===== src/power_reset_clock_manager_consts.svh =====
// register offsets, field positions, reset values and timing counts
`ifndef POWER_RESET_CLOCK_MANAGER_CONSTS_SVH
`define POWER_RESET_CLOCK_MANAGER_CONSTS_SVH

`define OFS_POWER_MODE      16'h1000
`define OFS_PERIPH_CLOCK    16'h1008
`define OFS_MAP_STATE       16'h100C
`define OFS_MAP_CONTROL     16'h1010
`define OFS_SOFT_RESET      16'h1030
`define PERIPH_CLOCK_RESET  16'h0000
`define MAP_RESET           3'h0
`define SLEEP_ENTER         2'h3
`define SLEEP_CLEAR         2'h0
`define CAUSE_POWER_ON      2'h0
`define CAUSE_SOFT_UNIT     2'h1
`define CAUSE_SOFT_WDOG     2'h2
`define CAUSE_WDOG_OVF      2'h3
`define START_POWER_ON      2'h0
`define START_SLEEP         2'h3
`define HOLD_CYCLES         6'd32
`define BIT_WAKE_SEL        15
`define BIT_IRQ_CLK_SEL     14
`define SRAM_DEFAULT_BASE   32'h0803_0000
`define CS_SIZE_LARGE       32'h0100_0000
`define CS_SIZE_SMALL       32'h0010_0000

`endif


===== src/power_reset_clock_manager_pkg.sv =====
// types shared by the power, reset and clock manager
package power_reset_clock_manager_pkg;
   typedef enum logic [3:0] {
      ST_RESET = 4'b0001,
      ST_RUN   = 4'b0010,
      ST_SLEEP = 4'b0100,
      ST_WAKE  = 4'b1000
   } pm_state_t;

   typedef struct packed {
      pm_state_t   state;
      logic [5:0]  holdCount;
      logic [1:0]  cause;
      logic [1:0]  startKind;
      logic [15:0] periphClock;
      logic [2:0]  mapCtrl;
      logic        softReq;
      logic        divToggle;
      logic        ack;
      logic [31:0] rdata;
   } pm_regs_t;
endpackage


===== src/power_reset_clock_manager.sv =====
// power, reset and clock manager with its register slave
//
// Added by the designer: the Avalon-MM interface to the registers.
`timescale 1ns/1ps
`default_nettype none
`include "power_reset_clock_manager_consts.svh"

// How it works
// - system reset on power-on, watchdog overflow, watchdog request or soft write
// - after power-on release, hold system 32 cycles before running
// - power-on reset acts asynchronously; outputs disabled while it is active
// - soft reset resets every system-bus block for several cycles
// - power-down disables both buses; interrupt block may stay running
// - interrupt wake passes a transient wake state, then run automatically
// - field 11 enters power-down, 00 clears status, others ignored
// - power-down field resets to run encoding 00
// - control and status share 0x1000: writes control, reads status
// - status [5:4] records cause of most recent reset
// - status [1:0] reads 00 after power-on, 11 after power-down
// - wake select bit: 0 fast interrupt wakes, 1 normal interrupt wakes
// - interrupt block clock: 0 crystal clock, 1 bus clock
// - divider fields: 000 undivided, 001 halved, others reserved
// - serial gate field: 00 both on, 01 port1, 10 port0, 11 off
// - remap written at one address, read back at another
// - sizing bit: 16MB per chip select at 0, 1MB at 1
// - flash remap to zero only in modes 6 and 7
// - sram at default base, or at zero when relocate bit set
// - soft reset bit 0 starts reset and clears itself at end
// - watchdog manual request is carried out as a soft reset
module power_reset_clock_manager
   import power_reset_clock_manager_pkg::*;
(
   input  wire logic        ref_clk,
   input  wire logic        rst_b,
   input  wire logic [15:0] address,
   input  wire logic        read,
   input  wire logic        write,
   input  wire logic [31:0] writedata,
   output logic [31:0]      readdata,
   output logic             waitrequest,
   input  wire logic        watchdogOverflow,
   input  wire logic        watchdog_manual_reset_request,
   input  wire logic        fast_interrupt_n,
   input  wire logic        normal_interrupt_n,
   input  wire logic [2:0]  operatingMode,
   input  wire logic        crystal_clock,
   output logic            systemReset_n,
   output logic            outputDisable,
   output logic            systemBusClockEnable,
   output logic            peripheralBusClockEnable,
   output logic            irqBlockUseBusClock,
   output logic            irqBlockClockEnable,
   output logic            watchdogClockEnable,
   output logic            serialClockEnable0,
   output logic            serialClockEnable1,
   output logic            counterClockEnable,
   output logic            converterClockEnable,
   output logic [31:0]     chipSelectSize,
   output logic [31:0]     sramBase,
   output logic            flashAtZero
);

   // ------------------------------------------------------------
   // reset release
   // ------------------------------------------------------------
   logic rstSync1;
   logic rstSync2;
   always_ff @(posedge ref_clk or negedge rst_b) begin
      if (!rst_b) begin
         rstSync1 <= 1'b0;
         rstSync2 <= 1'b0;
      end else begin
         rstSync1 <= 1'b1;
         rstSync2 <= rstSync1;
      end
   end

   // ------------------------------------------------------------
   // helpers
   // ------------------------------------------------------------
   // 000 follows bus clock, 001 every other cycle, reserved codes stop it
   function automatic logic divEnable(input logic [2:0] code,
                                      input logic tog);
      case (code)
         3'h0:    divEnable = 1'b1;
         3'h1:    divEnable = tog;
         default: divEnable = 1'b0;
      endcase
   endfunction

   pm_regs_t r;
   pm_regs_t next_r;
   logic     wakeEvent;
   logic     isSleep;
   logic     isRun;
   logic     wrCtrl;

   assign wakeEvent = r.periphClock[`BIT_WAKE_SEL] ? !normal_interrupt_n
                                                   : !fast_interrupt_n;
   assign isSleep = (r.state == ST_SLEEP);
   assign isRun   = (r.state == ST_RUN);
   assign wrCtrl  = write && (address == `OFS_POWER_MODE);

   // ------------------------------------------------------------
   // next state
   // ------------------------------------------------------------
   always_comb begin
      next_r = r;
      next_r.ack = 1'b0;
      next_r.divToggle = !r.divToggle;
      if (r.state == ST_RESET && r.holdCount != 6'd0) begin
         next_r.holdCount = r.holdCount - 6'd1;
      end
      case (r.state)
         ST_RESET: begin
            if (r.holdCount == 6'd1) begin
               next_r.state   = ST_RUN;
               next_r.softReq = 1'b0;
            end
         end
         ST_RUN: begin
            if (wrCtrl && !r.ack && writedata[1:0] == `SLEEP_ENTER) begin
               next_r.state = ST_SLEEP;
            end
         end
         ST_SLEEP: begin
            if (wakeEvent) begin
               next_r.state = ST_WAKE;
            end
         end
         ST_WAKE: begin
            next_r.state     = ST_RUN;
            next_r.startKind = `START_SLEEP;
         end
         default: next_r.state = ST_RESET;
      endcase
      // register slave: one wait cycle, answer on the second
      if ((read || write) && !r.ack) begin
         next_r.ack = 1'b1;
         next_r.rdata = 32'h0000_0000;
         if (write) begin
            case (address)
               `OFS_POWER_MODE: begin
                  if (writedata[1:0] == `SLEEP_CLEAR) begin
                     next_r.startKind = `START_POWER_ON;
                     next_r.cause     = `CAUSE_POWER_ON;
                  end
               end
               `OFS_PERIPH_CLOCK: next_r.periphClock = writedata[15:0];
               `OFS_MAP_CONTROL:  next_r.mapCtrl = writedata[2:0];
               `OFS_SOFT_RESET: begin
                  if (writedata[0]) begin
                     next_r.softReq = 1'b1;
                  end
               end
               default: ;
            endcase
         end else begin
            case (address)
               `OFS_POWER_MODE: next_r.rdata = {26'h0, r.cause, 2'h0,
                                                r.startKind};
               `OFS_PERIPH_CLOCK: next_r.rdata = {16'h0, r.periphClock};
               `OFS_MAP_STATE: next_r.rdata = {29'h0, r.mapCtrl};
               default: next_r.rdata = 32'h0000_0000;
            endcase
         end
      end
      // reset causes, power-on is handled by the asynchronous path
      if (r.state != ST_RESET) begin
         if (watchdogOverflow) begin
            next_r.cause = `CAUSE_WDOG_OVF;
         end else if (watchdog_manual_reset_request) begin
            next_r.cause = `CAUSE_SOFT_WDOG;
         end else if (next_r.softReq && !r.softReq) begin
            next_r.cause = `CAUSE_SOFT_UNIT;
         end
         if (watchdogOverflow || watchdog_manual_reset_request
             || (next_r.softReq && !r.softReq)) begin
            next_r.state     = ST_RESET;
            next_r.holdCount = `HOLD_CYCLES;
            next_r.startKind = `START_POWER_ON;
         end
      end
   end

   // cause is not cleared by soft resets; they set the start record back to 00
   always_ff @(posedge ref_clk or negedge rstSync2) begin
      if (!rstSync2) begin
         r.state       <= ST_RESET;
         r.holdCount   <= `HOLD_CYCLES;
         r.cause       <= `CAUSE_POWER_ON;
         r.startKind   <= `START_POWER_ON;
         r.periphClock <= `PERIPH_CLOCK_RESET;
         r.mapCtrl     <= `MAP_RESET;
         r.softReq     <= 1'b0;
         r.divToggle   <= 1'b0;
         r.ack         <= 1'b0;
         r.rdata       <= 32'h0000_0000;
      end else begin
         r <= next_r;
      end
   end

   // ------------------------------------------------------------
   // outputs
   // ------------------------------------------------------------
   assign readdata    = r.rdata;
   assign waitrequest = !r.ack;
   assign systemReset_n = isRun;
   assign outputDisable = !rstSync2;
   assign systemBusClockEnable     = isRun;
   assign peripheralBusClockEnable = isRun;
   assign irqBlockUseBusClock = r.periphClock[`BIT_IRQ_CLK_SEL];
   // bus clock stops in power-down, crystal clock does not
   assign irqBlockClockEnable = !irqBlockUseBusClock || !isSleep;
   assign watchdogClockEnable = isRun
                              && divEnable(r.periphClock[13:11], r.divToggle);
   // gate field 01 keeps port 1 running and stops port 0, 10 the reverse
   assign serialClockEnable0 = isRun && !r.periphClock[9]
                             && divEnable(r.periphClock[8:6], r.divToggle);
   assign serialClockEnable1 = isRun && !r.periphClock[10]
                             && divEnable(r.periphClock[8:6], r.divToggle);
   assign counterClockEnable = isRun
                             && divEnable(r.periphClock[5:3], r.divToggle);
   assign converterClockEnable = isRun
                               && divEnable(r.periphClock[2:0], r.divToggle);
   assign chipSelectSize = r.mapCtrl[2] ? `CS_SIZE_SMALL
                                        : `CS_SIZE_LARGE;
   assign flashAtZero = r.mapCtrl[1] && (operatingMode == 3'h6
                                      || operatingMode == 3'h7);
   assign sramBase = r.mapCtrl[0] ? 32'h0000_0000
                                  : `SRAM_DEFAULT_BASE;

   // ------------------------------------------------------------
   // checks
   // ------------------------------------------------------------
   a_por_hold: assert property (@(posedge ref_clk)
      $rose(rstSync2) |-> !systemReset_n [*8])
      else $error("system left reset too early after power-on");
   a_wake_pass: assert property (@(posedge ref_clk) disable iff (!rstSync2)
      (isSleep && wakeEvent) |=> (r.state == ST_WAKE) ##1 isRun)
      else $error("wake did not pass through wake state to run");
   a_sleep_enter: assert property (@(posedge ref_clk) disable iff (!rstSync2)
      (isRun && wrCtrl && !r.ack && writedata[1:0] == 2'h3 && !watchdogOverflow
       && !watchdog_manual_reset_request) |=> isSleep)
      else $error("power-down not entered");
   a_sleep_gate: assert property (@(posedge ref_clk) disable iff (!rstSync2)
      isSleep |-> !systemBusClockEnable && !peripheralBusClockEnable)
      else $error("bus clocks running in power-down");
   a_wdog_cause: assert property (@(posedge ref_clk) disable iff (!rstSync2)
      (isRun && watchdogOverflow) |=> r.cause == 2'h3 && !systemReset_n)
      else $error("overflow cause not recorded");
   a_soft_hold: assert property (@(posedge ref_clk) disable iff (!rstSync2)
      (isRun && watchdog_manual_reset_request) |=> !systemReset_n [*8])
      else $error("soft reset too short");
   a_soft_len: assert property (@(posedge ref_clk) disable iff (!rstSync2)
      $rose(r.softReq) |-> ##[30:34] !r.softReq)
      else $error("soft reset bit not self-cleared");
   a_remap_read: assert property (@(posedge ref_clk) disable iff (!rstSync2)
      (read && !r.ack && address == 16'h100C) |=> readdata[2:0] == r.mapCtrl)
      else $error("remap readback wrong");
   a_flash_mode: assert property (@(posedge ref_clk) disable iff (!rstSync2)
      (operatingMode < 3'h6) |-> !flashAtZero)
      else $error("flash remap outside modes 6 and 7");
   a_start_kind: assert property (@(posedge ref_clk) disable iff (!rstSync2)
      (r.state == ST_WAKE) |=> r.startKind == 2'h3)
      else $error("start after power-down not recorded");

   c_sleep_wake: cover property (@(posedge ref_clk) isSleep ##[1:50] isRun);
   c_soft_reg: cover property (@(posedge ref_clk) $rose(r.softReq));
   c_wdog_req: cover property (@(posedge ref_clk)
      isRun && watchdog_manual_reset_request);
   c_por_run: cover property (@(posedge ref_clk) $rose(systemReset_n));

endmodule
`default_nettype wire


===== config.mk =====
export PLATFORM = sky130hd
export DESIGN_NAME = power_reset_clock_manager
export DESIGN_NICKNAME = d
export VERILOG_FILES = /design/src/power_reset_clock_manager_pkg.sv /design/src/power_reset_clock_manager.sv
export VERILOG_INCLUDE_DIRS = /design/src
export SDC_FILE = /design/constraint.sdc
export NUM_CORES = 1
export LEC_CHECK = 0
export ABC_CLOCK_PERIOD_IN_PS = 2150
export BUFFER_PORTS_ARGS = -buffer_cell sky130_fd_sc_hd__buf_2
export CAP_MARGIN = 20
export CORE_ASPECT_RATIO = 1.4
export CORE_MARGIN = 1
export CORE_UTILIZATION = 46
export DETAILED_ROUTE_END_ITERATION = 6
export PLACE_DENSITY_LB_ADDON = 0.3
export SLEW_MARGIN = 5
export SYNTH_ARGS = -nofsm -noshare
export SYNTH_HDL_FRONTEND = slang
export SYNTH_SLANG_ARGS = --single-unit

===== constraint.sdc =====
create_clock -name ref_clk -period 2.15 [get_ports ref_clk]
set_clock_uncertainty 0.15 [all_clocks]
set_input_delay 0.1075 -clock ref_clk [delete_from_list [all_inputs] [get_ports ref_clk]]
set_output_delay 0.1075 -clock ref_clk [all_outputs]
set_load 0.05 [all_outputs]

Yosys cells after proc, flatten, opt, wreduce, memory -nomap -nowiden. Cells that the tools add are included.

Equality and inequality tests: 18. Reductions and logical operators: 37. Multiplexer cells: 32. Add/subtract/negate cells: 1.

Operators by type and width (count): $eq 16x13->1 const B (5); $mux 24 (2); $pmux 16 s3 (1); $mux 33 (1); $mux 16 (2); $mux 28 (1); $mux 25 (1); $mux 4 (5); $pmux 4 s4 (1); $logic_and 1x1->1 (14); $mux 14 (1); $eq 3x1->1 const B (4); $logic_not 3->1 (4); $logic_not 1->1 (10); $mux 10 (1); $mux 2 (5); $pmux 1 s2 (4); $eq 3x3->1 const B (2); $eq 6x1->1 const B (1); $mux 6 (1); $reduce_and 3->1 (2); $reduce_bool 6->1 (1); $sub 6x1->6 const B (1); $logic_or 1x1->1 (5); 9 further kinds (13).

Register bits: 70. Input bits: 60. Word-level logic and storage cells: 100.

Depth between registers and ports, before layout.
Depth after elaboration: 12. Mapped depth: 7. Mapped depth without buffers: 6.

Least setup slack after synthesis. No wires, ideal clock.

Path type: register to output. From: register r[66] (netlist name). To: output converterClockEnable. Cell stages (with the launch flop): 4. Required time: 1.893 ns. Arrival: 3.526 ns. Setup slack: -1.634 ns. Buffers on the path: 1. Path through: dfrtp_1 > or4b_1 > buf_2 > a2111oi_0.

Longest elaborated chain between the ends: 2.

Ends and longest elaborated chain: from (decl) (RTL line power_reset_clock_manager.sv:91) `pm_regs_t r;`; from (signal assigned) (RTL line power_reset_clock_manager.sv:200) `r <= next_r;`; $eq 4x2->1 (RTL line power_reset_clock_manager.sv:101) `assign isRun = (r.state == ST_RUN);`; $logic_and 1x1->1 (RTL line power_reset_clock_manager.sv:226) `&& divEnable(r.periphClock[2:0], r.divToggle);`; to (decl) (RTL line power_reset_clock_manager.sv:57) `output logic converterClockEnable,`.

No other way between the ends.

Final worst setup path.
From: register r[66] (netlist name). To: output counterClockEnable.

Longest elaborated chain between the ends: 2.

Ends and longest elaborated chain: $eq 4x2->1 (RTL line power_reset_clock_manager.sv:101); $logic_and 1x1->1 (RTL line power_reset_clock_manager.sv:224) `&& divEnable(r.periphClock[5:3], r.divToggle);`; to (decl) (RTL line power_reset_clock_manager.sv:56) `output logic counterClockEnable,`.

No other way between the ends.

==> out/results.txt <==
RSZ-0062 raised after global routing - true
Layout cells sized above 1 - 34.0%
Pre-antenna DRT Iters - 4
Max-cap violations - 0
CP max FO - 3
DR WL/cell - 12.4 um
Data required, critical path - 1890 ps
Synthesized flop and latch total - 54
Yosys cell types - 50
Buf+Inv Stages, Crit Path - 3
DIE AREA - 0.00737 sq mm
Most common cell after layout, fill and taps aside - conb_1
Total Power - 0.00275 W
Residual DRC - 0
Mapped Cells - 310
Maximum VDD drop - 0.000448 V
Starting Density - 48.3%
Worst setup EP type - output port
Ys Warns - 0
Row count - 35
Die W - 72.9 um
Final #Nets - 469
Final Hold Vio Count - 0
Initial antenna violation count - 0
CP dominant cell by count - buf_6
CTS clock-pin slew for the worst setup and hold paths - 90 ps
Total GRT Usage - 17.2%
Most used DFF post-synth - dfrtp_1
Post-DP HPWL - 4590 um
TritonCTS clock tree - done
Largest net degree at the start of global routing - 53
Post-route core utilization - 57.3%
Most frequent cells in the layout - 76 x conb_1, 70 x buf_2, 51 x dfrtp_1
First-pass GRT wire length - 9760 um
Status - finished, violations left
Sequential area share after synthesis - 41.9%
Reg2Reg Setup Slack - 80 ps
CP arrival - 1930 ps
# setup viols final - 5
Failing checks - negative setup slack
Inserted Clock Buffers - 5
Final instance area - 0.00384 sq mm
Worst Hold Slack - 22.4 ps
Worst Setup Start Kind - register
Worst Tran Pin Value - 660 ps
Via density - 4.62
Antenna-violating nets left - 0
Fmax - 456 MHz
Post-route setup TNS - -157 ps
Worst stage delay on the critical path - 560 ps
RD Place Congestion - 0.780
Root buf cell - clkbuf_8
Die H - 101 um
Crit-path cells - or4b_4, buf_4, buf_6, a2111oi_4, buf_6
Vias in the first global route - 2,147
Period utilization - 102%
LEAKAGE - 1.99 nW
CTS Sinks - 54
Hold WC Path Type - in -> reg
Worst setup margin - -40.8 ps
First DRT Iteration DRCs - 52
Crit Path Category - reg -> out
Delay-heaviest family, CP - simple AND/OR/NAND/NOR gates
Syn_area_per_cell - 10.4 sq um
Core footprint - 0.00670 sq mm
Fin crit period - 2190 ps
Bufs on Longest Clock Path - 2
Slew Viols, Final - 0
I/O Buffers - 75
P per Cell Area - 716 mW/mm^2
Clock latency on the worst-skew pair - 300 ps
Area delta synth->final - 18.8%
ANT cells - 0
Via Count - 2,302
CTS H-tree lvls - 2
Final wirelength - 6170 um
Dpl cell area - 0.00344 sq mm
Slew margin rel. - 56.0%
Async set-reset flop share out of synthesis - 100%
Netlist Area Pre-Place - 0.00323 sq mm
Number of synthesized flops with an enable pin - 0
Top-level I/O count - 169
Worst path slowest cell - or4b_4
Gr ovfl total - 0
==> final timing paths <==
check                            from                  to  cells past startpoint
hold / removal             address[3]         readdata[2]                      3
setup / recovery                r[66]  counterClockEnable                      5
min in group asynchronous    rstSync2               r[39]                      1
setup reg to reg                r[66]               r[66]                      4
hold reg to reg              rstSync1            rstSync2                      0
max in group asynchronous    rstSync2               r[53]                      1
==> per-layer routing <==
layer / up-vias / GRT usage (%) / share of wire [%]
met5: - / 0 / 0
met4: 0 / 5.43 / 0.92
met3: 5 / 3.28 / 4.4
met2: 91 / 33.1 / 55
met1: 1106 / 18.6 / 40
li1: 1100 / - / -
==> repair_timing <==
action,4_1_cts,5_1_grt
endpoints found under the setup margin,9,8
setup buffers,0,2
gates resized for setup,15,4
endpoints found under the hold margin,23,0
hold buffers,21,0
pin swaps,5,1
==> flip-flops by register name (all words and copies together), names as in the netlist <==
signal / flops
r: 35
rstSync2: 1
rstSync1: 1
irqBlockUseBusClock: 1
readdata: 16
==> power by group <==
group          switching, W  internal, W
Clock              0.000310     0.000219
Combinational      0.000665     0.000354
Sequential        0.0000823      0.00112
Total               0.00106      0.00169
==> synthesized netlist by cell type (5+ instances only) <==
cell type	number	area, sq um
dfrtp_1	52	1300
mux2_1	10	113
nand2_1	12	45.0
buf_4	96	721
buf_2	7	35.0
a22o_1	11	96.3
inv_1	11	41.3
o21ai_0	7	35.0
nor2_1	12	45.0
mux2i_1	5	50.1
mux2_2	10	113
==> final cells by class <==
type / count / area [sq um]
multi-input cells: 214 / 1450
fillers: 594 / 2860
inverters: 11 / 41.3
clock buffers: 5 / 68.8
repair buffers: 120 / 805
well taps: 92 / 115
flip-flops and latches: 54 / 1360
clock inverters: 2 / 10.0
==> tightest hold or removal path: cells and delay by family <==
kind	cells	cell delay, ps
AOI/OAI and AO/OA	1	60
and+or+nand+nor	1	80
buffers and inverters	1	180
==> per-stage QoR <==
step                      cells  setup slack [ps]
after global routing        498              -108
final                       498             -40.8
after floorplan             384              -295
after CTS                   496             -79.4
after global placement      468              16.1
after detailed placement    468              1.01
==> logic make-up (layout without fill, tap and decap cells) <==
group | count (synthesis) | after routing | share of synthesized area [%]
DFF | 54 | 54 | 41.9
adders and majority gates | 3 | 3 | 1.16
and+or+nand+nor | 62 | 62 | 11.7
muxes | 25 | 25 | 8.51
xor gates and xnor gates | 5 | 5 | 1.35
other | 2 | 76 | 0.232
buffers and inverters | 116 | 138 | 24.9
AOI/OAI and AO/OA | 43 | 43 | 10.3
Power figures use the tool's default switching activity.
